$ cat src/common/hmc_pkg.sv
package hmc_pkg;

   // Register port geometry
   localparam int          ADDR_W           = 2;
   localparam int          DATA_W           = 8;
   localparam int          IRQ_W            = 8;

   // Register offsets
   localparam logic [1:0]  CFG_OFS          = 2'h0;
   localparam logic [1:0]  WAKE_MASK_OFS    = 2'h1;
   localparam logic [1:0]  STAT_OFS         = 2'h2;

   // Reset values
   localparam logic [7:0]  CFG_RST          = 8'h00;
   localparam logic [7:0]  WAKE_MASK_RST    = 8'hff;

   // Oscillator stabilisation delay, in CPU cycles (one CPU cycle per clk_i)
   localparam int          STAB_CPU_CYCLES  = 256;
   localparam int          CNT_W            = 9;
   localparam logic [8:0]  STAB_COUNT       = 9'(STAB_CPU_CYCLES);

   // Configuration register layout, bit 0 at the right
   typedef struct packed {
      logic [2:0] rsvd;
      logic       auto_wakeup_enable;
      logic       at_clock_select_hi;
      logic       at_clock_select_lo;
      logic       overflow_irq_enable;
      logic       timebase_irq_enable;
   } hmc_cfg_t;

   // Controller modes
   typedef enum logic [2:0] {
      ST_RUN,
      ST_ACT_HALT,
      ST_HALT,
      ST_AWU_HALT,
      ST_RST_WAIT,
      ST_STAB
   } hmc_state_t;

   // Cause of the last wakeup
   typedef enum logic [1:0] {
      CS_NONE,
      CS_TIMER,
      CS_EXT,
      CS_AWU
   } hmc_cause_t;

   // Clock gate bundle
   typedef struct packed {
      logic cpu;
      logic osc;
      logic periph;
      logic lite_timer;
      logic reload_timer;
      logic wdg;
      logic awu_osc;
   } hmc_clk_t;

   localparam hmc_clk_t    CLK_RUN          = '{cpu: 1'b1, osc: 1'b1, periph: 1'b1, lite_timer: 1'b1,
                                                reload_timer: 1'b1, wdg: 1'b1, awu_osc: 1'b0};

endpackage : hmc_pkg

$ cat src/hmc_halt_mode_controller.sv
`timescale 1ns/1ps
`default_nettype none

module hmc_halt_mode_controller (
   input  wire logic                        clk_i,
   input  wire logic                        sys_rst_i,
   input  wire logic                        ce_i,
   // Register port
   input  wire logic [hmc_pkg::ADDR_W-1:0]  addr_i,
   input  wire logic [hmc_pkg::DATA_W-1:0]  wdata_i,
   input  wire logic                        wr_i,
   input  wire logic                        rd_i,
   output var  logic [hmc_pkg::DATA_W-1:0]  rdata_o,
   // CPU and interrupt side
   input  wire logic                        halt_exec_i,
   input  wire logic                        lite_timer_irq_i,
   input  wire logic                        reload_timer_irq_i,
   input  wire logic                        awu_irq_i,
   input  wire logic [hmc_pkg::IRQ_W-1:0]   irq_req_i,
   input  wire logic                        rst_pin_n_i,
   // Watchdog side
   input  wire logic                        wdg_active_i,
   input  wire logic                        watchdog_halt_option_i,
   // Controls
   output var  hmc_pkg::hmc_clk_t           clk_en_o,
   output var  logic                        imask_clear_o,
   output var  logic                        irq_service_o,
   output var  logic                        fetch_rst_vec_o,
   output var  logic                        wdg_rst_o,
   output var  hmc_pkg::hmc_cause_t         wake_cause_o
);

   typedef struct packed {
      hmc_pkg::hmc_state_t  st;
      hmc_pkg::hmc_cfg_t    cfg;
      logic [7:0]           mask;
      hmc_pkg::hmc_clk_t    clk;
      logic                 imask_clr;
      logic                 irq_srv;
      logic                 rst_fetch;
      logic                 wdg_rst;
      hmc_pkg::hmc_cause_t  cause;
      logic                 pend_rst;
      logic                 go;
      logic [7:0]           rdata;
      logic [1:0]           rsync;
   } hmc_regs_t;

   localparam hmc_regs_t REG_RST = '{st: hmc_pkg::ST_RUN, cfg: hmc_pkg::CFG_RST, mask: hmc_pkg::WAKE_MASK_RST,
                                     clk: hmc_pkg::CLK_RUN, imask_clr: 1'b0, irq_srv: 1'b0, rst_fetch: 1'b0,
                                     wdg_rst: 1'b0, cause: hmc_pkg::CS_NONE, pend_rst: 1'b0, go: 1'b0,
                                     rdata: 8'h00, rsync: 2'b11};

   hmc_regs_t r_reg;
   hmc_regs_t r_next;
   logic      dly_done;
   logic      dly_busy;
   logic      ah_en;
   logic      rst_req;
   logic      timer_irq;
   logic      ext_wake;
   logic      wdg_fire;

   // Oscillator stabilisation counter
   hmc_stab_delay u_stab (
      .clk_i     (clk_i),
      .sys_rst_i (sys_rst_i),
      .ce_i      (ce_i),
      .start_i   (r_reg.go),
      .busy_o    (dly_busy),
      .done_o    (dly_done)
   );

   // Mode decision and wake conditions
   always_comb begin
      ah_en     = r_reg.cfg.timebase_irq_enable |
                  (r_reg.cfg.overflow_irq_enable & ~r_reg.cfg.at_clock_select_hi &
                   r_reg.cfg.at_clock_select_lo);
      rst_req   = ~r_reg.rsync[1];
      timer_irq = lite_timer_irq_i | reload_timer_irq_i;
      ext_wake  = |(irq_req_i & r_reg.mask);
      wdg_fire  = wdg_active_i & ~watchdog_halt_option_i & ~ah_en;
   end

   // Next-state logic for the mode machine and register port
   always_comb begin
      r_next           = r_reg;
      r_next.rsync     = {r_reg.rsync[0], rst_pin_n_i};
      r_next.imask_clr = 1'b0;
      r_next.irq_srv   = 1'b0;
      r_next.rst_fetch = 1'b0;
      r_next.wdg_rst   = 1'b0;
      r_next.go        = 1'b0;
      r_next.rdata     = 8'h00;

      // Register writes and reads
      if (wr_i) begin
         if (addr_i == hmc_pkg::CFG_OFS) begin
            r_next.cfg      = hmc_pkg::hmc_cfg_t'(wdata_i);
            r_next.cfg.rsvd = 3'h0;
         end else if (addr_i == hmc_pkg::WAKE_MASK_OFS) begin
            r_next.mask = wdata_i;
         end
      end
      if (rd_i) begin
         if (addr_i == hmc_pkg::CFG_OFS) begin
            r_next.rdata = r_reg.cfg;
         end else if (addr_i == hmc_pkg::WAKE_MASK_OFS) begin
            r_next.rdata = r_reg.mask;
         end else if (addr_i == hmc_pkg::STAT_OFS) begin
            r_next.rdata = {1'b0, dly_busy, r_reg.cause, ah_en, r_reg.st};
         end
      end

      case (r_reg.st)
         // Run: watchdog reset or choice of halt flavour on halt
         hmc_pkg::ST_RUN: begin
            if (rst_req) begin
               r_next.st = hmc_pkg::ST_RST_WAIT;
            end else if (halt_exec_i && wdg_fire) begin
               r_next.wdg_rst = 1'b1;
            end else if (halt_exec_i) begin
               r_next.imask_clr = 1'b1;
               r_next.clk.cpu    = 1'b0;
               r_next.clk.periph = 1'b0;
               if (ah_en) begin
                  r_next.st               = hmc_pkg::ST_ACT_HALT;
                  r_next.clk.osc          = 1'b1;
                  r_next.clk.lite_timer   = r_reg.cfg.timebase_irq_enable;
                  r_next.clk.reload_timer = ~r_reg.cfg.timebase_irq_enable;
                  r_next.clk.wdg          = 1'b1;
               end else begin
                  r_next.st               = r_reg.cfg.auto_wakeup_enable ?
                                            hmc_pkg::ST_AWU_HALT : hmc_pkg::ST_HALT;
                  r_next.clk.osc          = 1'b0;
                  r_next.clk.lite_timer   = 1'b0;
                  r_next.clk.reload_timer = 1'b0;
                  r_next.clk.wdg          = 1'b0;
                  r_next.clk.awu_osc      = r_reg.cfg.auto_wakeup_enable;
               end
            end
         end
         // Active-halt: timer wake is immediate, no delay
         hmc_pkg::ST_ACT_HALT: begin
            if (rst_req) begin
               r_next.st = hmc_pkg::ST_RST_WAIT;
            end else if (timer_irq) begin
               r_next.st      = hmc_pkg::ST_RUN;
               r_next.clk     = hmc_pkg::CLK_RUN;
               r_next.irq_srv = 1'b1;
               r_next.cause   = hmc_pkg::CS_TIMER;
            end
         end
         // Full halt: masked request or auto-wakeup starts the delay
         hmc_pkg::ST_HALT,
         hmc_pkg::ST_AWU_HALT: begin
            if (rst_req) begin
               r_next.st = hmc_pkg::ST_RST_WAIT;
            end else if (ext_wake || (r_reg.st == hmc_pkg::ST_AWU_HALT && awu_irq_i)) begin
               r_next.st          = hmc_pkg::ST_STAB;
               r_next.go          = 1'b1;
               r_next.pend_rst    = 1'b0;
               r_next.clk.osc     = 1'b1;
               r_next.clk.awu_osc = 1'b0;
               r_next.cause       = ext_wake ? hmc_pkg::CS_EXT : hmc_pkg::CS_AWU;
            end
         end
         // Reset pin held: wait for release, then start the delay
         hmc_pkg::ST_RST_WAIT: begin
            r_next.clk = '0;
            r_next.clk.osc = 1'b1;
            if (!rst_req) begin
               r_next.st       = hmc_pkg::ST_STAB;
               r_next.go       = 1'b1;
               r_next.pend_rst = 1'b1;
            end
         end
         // A done pulse left from a cut delay must not end the fresh one
         hmc_pkg::ST_STAB: begin
            if (rst_req) begin
               r_next.st = hmc_pkg::ST_RST_WAIT;
            end else if (dly_done && !r_reg.go) begin
               r_next.st        = hmc_pkg::ST_RUN;
               r_next.clk       = hmc_pkg::CLK_RUN;
               r_next.rst_fetch = r_reg.pend_rst;
               r_next.irq_srv   = ~r_reg.pend_rst;
            end
         end
         default: begin
            r_next.st = hmc_pkg::ST_RUN;
         end
      endcase
   end

   // State register with clock enable
   always_ff @(posedge clk_i) begin
      if (sys_rst_i) begin
         r_reg <= REG_RST;
      end else if (ce_i) begin
         r_reg <= r_next;
      end
   end

   // Outputs straight from the state register
   assign rdata_o         = r_reg.rdata;
   assign clk_en_o        = r_reg.clk;
   assign imask_clear_o   = r_reg.imask_clr;
   assign irq_service_o   = r_reg.irq_srv;
   assign fetch_rst_vec_o = r_reg.rst_fetch;
   assign wdg_rst_o       = r_reg.wdg_rst;
   assign wake_cause_o    = r_reg.cause;

   // Checks
   localparam int AGE_AT_DONE = hmc_pkg::STAB_CPU_CYCLES + 1;
   logic [9:0] stab_age;

   // Cycles spent in the stabilisation state
   always_ff @(posedge clk_i) begin
      if (sys_rst_i) begin
         stab_age <= 10'h000;
      end else if (ce_i) begin
         stab_age <= (r_reg.st == hmc_pkg::ST_STAB) ? stab_age + 10'h001 : 10'h000;
      end
   end
endmodule : hmc_halt_mode_controller

`default_nettype wire

$ cat src/hmc_stab_delay.sv
`timescale 1ns/1ps
`default_nettype none

module hmc_stab_delay (
   input  wire logic clk_i,
   input  wire logic sys_rst_i,
   input  wire logic ce_i,
   input  wire logic start_i,
   output var  logic busy_o,
   output var  logic done_o
);

   typedef struct packed {
      logic [hmc_pkg::CNT_W-1:0] cnt;
      logic                      done;
   } hmc_dly_regs_t;

   hmc_dly_regs_t r_reg;
   hmc_dly_regs_t r_next;

   // Load on start, count down, pulse done on the last count
   always_comb begin
      r_next      = r_reg;
      r_next.done = 1'b0;
      if (start_i) begin
         r_next.cnt = hmc_pkg::STAB_COUNT;
      end else if (r_reg.cnt != '0) begin
         r_next.cnt  = r_reg.cnt - 9'h001;
         r_next.done = (r_reg.cnt == 9'h001);
      end
   end

   // State register with clock enable
   always_ff @(posedge clk_i) begin
      if (sys_rst_i) begin
         r_reg <= '0;
      end else if (ce_i) begin
         r_reg <= r_next;
      end
   end

   assign busy_o = (r_reg.cnt != '0);
   assign done_o = r_reg.done;

endmodule : hmc_stab_delay

`default_nettype wire

$ cat config.mk
export PLATFORM = sky130hd
export DESIGN_NAME = hmc_halt_mode_controller
export DESIGN_NICKNAME = d
export VERILOG_FILES = /design/src/common/hmc_pkg.sv /design/src/hmc_halt_mode_controller.sv /design/src/hmc_stab_delay.sv
export SDC_FILE = /design/constraint.sdc
export NUM_CORES = 1
export LEC_CHECK = 0
export ABC_AREA = 1
export BUFFER_PORTS_ARGS = -buffer_cell sky130_fd_sc_hd__buf_4
export CAP_MARGIN = 0
export CORE_MARGIN = 2
export CORE_UTILIZATION = 23
export DETAILED_ROUTE_END_ITERATION = 10
export GPL_TIMING_DRIVEN = 0
export MAX_ROUTING_LAYER = met4
export PLACE_DENSITY = 0.38
export SLEW_MARGIN = 20
export SYNTH_ARGS = -nofsm -noshare
export SYNTH_HDL_FRONTEND = slang
export SYNTH_SLANG_ARGS = --single-unit
$ cat constraint.sdc
create_clock -name clk_i -period 2.7 [get_ports clk_i]
set_input_delay 0.54 -clock clk_i [delete_from_list [all_inputs] [get_ports clk_i]]
set_output_delay 0.54 -clock clk_i [all_outputs]
set_load 0.02 [all_outputs]
Word-level counts from Yosys, hierarchy flattened
Index checks and enable logic that the tools add are counted.
{"block": "word_totals", "regBits": 51, "elab_cells": 143, "output_inout_bits": 21}
{"block": "classes", "n_eq_ne": 24, "n_mux": 56, "n_reduce_logical": 24, "bitwise": 13, "n_addsub": 1}
{"cell": "2-to-1 mux 8 bit", "count": 6}
{"cell": "2-to-1 mux 7 bit", "count": 5}
{"cell": "2-to-1 mux 3 bit", "count": 11}
{"cell": "!= test 2 bit (second input constant)", "count": 11}
{"cell": "2-to-1 mux 1 bit", "count": 16}
{"cell": "case mux 4 bit (4 select lines)", "count": 1}
{"cell": "!= test 3 bit (second input constant)", "count": 5}
{"cell": "case mux 3 bit (5 select lines)", "count": 1}
{"cell": "2-to-1 mux 2 bit", "count": 6}
{"cell": "AND reduction 12 bit", "count": 1}
{"cell": "AND reduction 11 bit", "count": 1}
{"cell": "2-to-1 mux 10 bit", "count": 1}
{"cell": "case mux 1 bit (5 select lines)", "count": 2}
{"cell": "== test 9 x 1 -> 1 bit (second input constant)", "count": 1}
{"cell": "2-to-1 mux 9 bit", "count": 1}
{"cell": "AND reduction 9 bit", "count": 1}
{"cell": "nonzero test 9 bit", "count": 1}
{"cell": "subtractor 9 x 1 -> 9 bit (second input constant)", "count": 1}
{"cell": "bitwise AND 8 bit", "count": 1}
{"cell": "2-to-1 mux 4 bit", "count": 2}
{"cell": "case mux 2 bit (2 select lines)", "count": 2}
{"cell": "OR reduction 8 bit", "count": 1}
{"cell": "AND reduction 7 bit", "count": 1}
{"cell": "== test 3 x 2 -> 1 bit (second input constant)", "count": 2}
{"cell": "other kinds (23)", "count": 37}

Logic depth before layout (Yosys ltp)
{"block": "depth", "depth_word": 10, "ltp_mapped": 11, "ltp_nobuf": 11}

By module
From an unflattened synthesis, not the netlist that was laid out.
{"block": "unflattened", "hier_cells": 439, "area_unflattened_um2": 2829.0}
{"module": "hmc_halt_mode_controller", "area_each_um2": 2167.1, "cells_per_inst": 339, "n_inst": 1}
{"module": "hmc_stab_delay", "area_each_um2": 661.9, "cells_per_inst": 100, "n_inst": 1}

Least setup slack after synthesis
OpenSTA, ideal clock, no wires.
{"block": "synth_timing", "path_kind": "input-to-reg", "start": "in ce_i", "end": "reg r_reg[27] (netlist name)", "t_arrival_ns": 1.356, "setup_ns": 0.138, "setup_slack_ns": 1.206, "n_path_buf": 2, "stages": 5, "path_cell_list": "buf_2 -> nand2_1 -> nor2_1 -> clkbuf_1 -> o211ai_1"}
{"block": "synth_via", "elab_chain_len": 1}
{"element": "start, declared", "line_no": "hmc_halt_mode_controller.sv:7", "text": "input wire logic ce_i,"}
{"element": "AND reduction 4 bit (no line)"}
{"element": "end signal, assigned", "line_no": "hmc_halt_mode_controller.sv:200", "text": "r_reg <= r_next;"}
{"element": "end, declared", "line_no": "hmc_halt_mode_controller.sv:54", "text": "hmc_regs_t r_reg;"}
Every way passes these cells.
A chain may end at the register's enable or synchronous reset.

Worst setup path in the final report
{"block": "layout_timing", "start": "in sys_rst_i", "end": "reg r_reg[31] (netlist name)"}
{"element": "start, declared", "line_no": "hmc_halt_mode_controller.sv:6", "text": "input wire logic sys_rst_i,"}
No word-level cell between the ends.

==> impl_metrics.yaml <==
synthesis:
  synth_top_area_share_pct: 37.63
  syn_area_um2: 2660
  yosys.cell_count.top_type: "nand2_1"
  avgSynthCellArea_um2: 6.601
  synth_cell_types: 31
  synth_enable_flop_cells: 0
  synth_commonest_cells: "nand2_1 (110), dfxtp_1 (50), nor2_1 (48)"
  synth_area_leader_cell: "dfxtp_1"
  ys_warn_count: 0
  synth-seq-cells: 50
  synth-main-ff-cell: "dfxtp_1"
  ys_top_cells_by_area: "dfxtp_1 (38%), nand2_1 (16%), nor2_1 (6.8%), inv_1 (6.2%), nand3_1 (5.8%)"
  async_flop_share_pct: 0
  synth-seq-area-share_pct: 37.63
  syn-num-nets: 435
  netlist_instances: 403
routing:
  drt_iter0_drc: 108
  wl_per_cell_um: 13.38
  firstDrtPassIters: 4
  finalWirelength_um: 8044
  ant_nets: 0
  via_per_inst: 4.353
  vias: 2616
  route.detailed.drc: 0
placement:
  placedCellCount: 594
  io_buffers: 48
  place_congestion: 0.8708
  dpl.hpwl_um: 6295
clocking:
  cts_tree: "yes"
  htree_levels: 2
  clk_pin_slew_ns: 0.07
  clk_path_buf_depth: 2
  clkSinkCount: 50
  numCtsBuffers: 5
  hold_buffers: 0
  post_cts_resized: 0
  clk_latency_ns: 0.29
  post-cts-setup-buffers: 0
  root_buffer: "clkbuf_16"
status:
  outcome: "complete, no violations"
grt:
  overflow: 0
  gr-usage-all-layers_pct: 13.64
  antenna_found_initial: 0
  grt_pass1_vias: 2568
  grt_pass1_wl_um: 13140
  grt_max_degree: 15
timing:
  hold_violations: 0
  max_freq_mhz: 546.9
  fin_crit_ns: 1.828
  drv_slew: 0
  holdWs_ns: 0.4605
  rsz0062_at_grt: "no"
  setup_viol: 0
  fin_setup_tns_ns: 0
  period_share_pct: 67.72
  finClkSkew_ns: 0.009239
  tightest_slew_ns: 0.6602
  relSlewSlack_pct: 55.98
floorplanning:
  die_w_um: 111.5
  ios: 51
  dieArea_um2: 12440
  rows: 39
  die-height_um: 111.5
  core_um2: 11370
  start_util_pct: 23.40
final_layout:
  post-route-util_pct: 29.62
  largest_register_ffs: 19
  drive_above_1_share_pct: 19.65
  fill_cells: 1287
  fin_cells: 601
  area_growth_pct: 26.62
  final_nets: 490
  antenna_cells: 0
job:
  maxCapViolations: 0
pwr:
  ir_drop_mv: 0.2575
  p_leak_nw: 1.607
  power_density_nw_per_um2: 740.9
setup_path:
  critical_path_class: "in -> reg"
  worst_ep_arrival_time_ns: 2.05
  critPathRequiredTime_ns: 2.92
  crit_fanout: 10
  crit_path_end_kind: "flip-flop"
  start_kind: "input port"
worst_hold_path:
  min_path_type: "reg -> reg"
[power by group]
| group | switching (mW) | total (mW) | internal, mW | leakage [nW] |
|---|---|---|---|---|
| combinational | 0.518 | 0.841 | 0.322 | 1.12 |
| clock | 0.291 | 0.750 | 0.459 | 0.0829 |
| sequential | 0.0708 | 0.905 | 0.834 | 0.409 |
| total | 0.881 | 2.50 | 1.61 | 1.61 |
[per-layer routing]
metal | vias up | share of wire, % | track usage [%] | wire length (um)
met4 | 0 | 1.3 | 4.198 | 108
met2 | 47 | 45 | 21.87 | 3619
li1 | 1406 | - | - | -
met1 | 1153 | 51 | 17.83 | 4109
met5 | - | 0 | - | 0
met3 | 10 | 2.6 | 2.014 | 206
[stage by stage]
| stage | worst slack, ns | area [um^2] | power [mW] |
|---|---|---|---|
| final | 0.8716 | 3368 | 2.496 |
| after global placement | 0.5441 | 3199 | 1.780 |
| after floorplan | 1.206 | 2660 | 1.529 |
| after detailed placement | 0.5411 | 3199 | 1.771 |
| after global routing | 0.7364 | 3368 | 2.676 |
| after CTS | 0.8290 | 3368 | 2.528 |
[cell families (layout without fill, tap and decap cells)]
kind of cell / count (synthesis) / in the layout / synth area share [%]
simple gates: 212 / 212 / 34.10
buf+inv: 73 / 128 / 12.89
compound gates: 65 / 65 / 14.11
flops: 50 / 50 / 37.63
fa+ha+maj: 2 / 2 / 0.9406
xor+xnor: 1 / 1 / 0.3293
[placed cells by master (no fill, tap or decap), drive strengths merged, types with 2 or more instances in the layout]
cell type  instances
a21oi             26
a22oi              2
buf               68
clkbuf            12
dfxtp             50
ha                 2
inv               46
nand2            113
nand3             34
nand3b             2
nand4              5
nor2              54
nor3               3
o211ai             9
o21ai             19
o221ai             3
o22ai              3
[area by class of cell]
class / instances / area, um^2 / area share, %
well taps: 143 / 178.9 / 5.312
multi-input cells: 280 / 1316 / 39.08
clock buffers: 6 / 138.9 / 4.123
plain buffers: 26 / 166.4 / 4.941
inverters: 47 / 176.4 / 5.238
repair buffers: 48 / 360.3 / 10.70
flip-flops and latches: 50 / 1001 / 29.72
clock inverters: 1 / 30.03 / 0.8915
[worst paths after layout]
check / slack (ns) / from / depth (start not counted) / to
max: 0.87 / sys_rst_i / 4 / r_reg[31]
min: 0.46 / clk_en_o[5] / 2 / clk_en_o[5]
max reg2reg: 1.02 / u_stab.r_reg[1] / 11 / u_stab.r_reg[4]
min reg2reg: 0.46 / clk_en_o[5] / 2 / clk_en_o[5]
[critical path: stages]
cell and delay, ns:
clkbuf_1 0.40, clkinv_1 0.47, clkbuf_1 0.42, o211ai_1 0.20
Power figures use the tool's default switching activity.
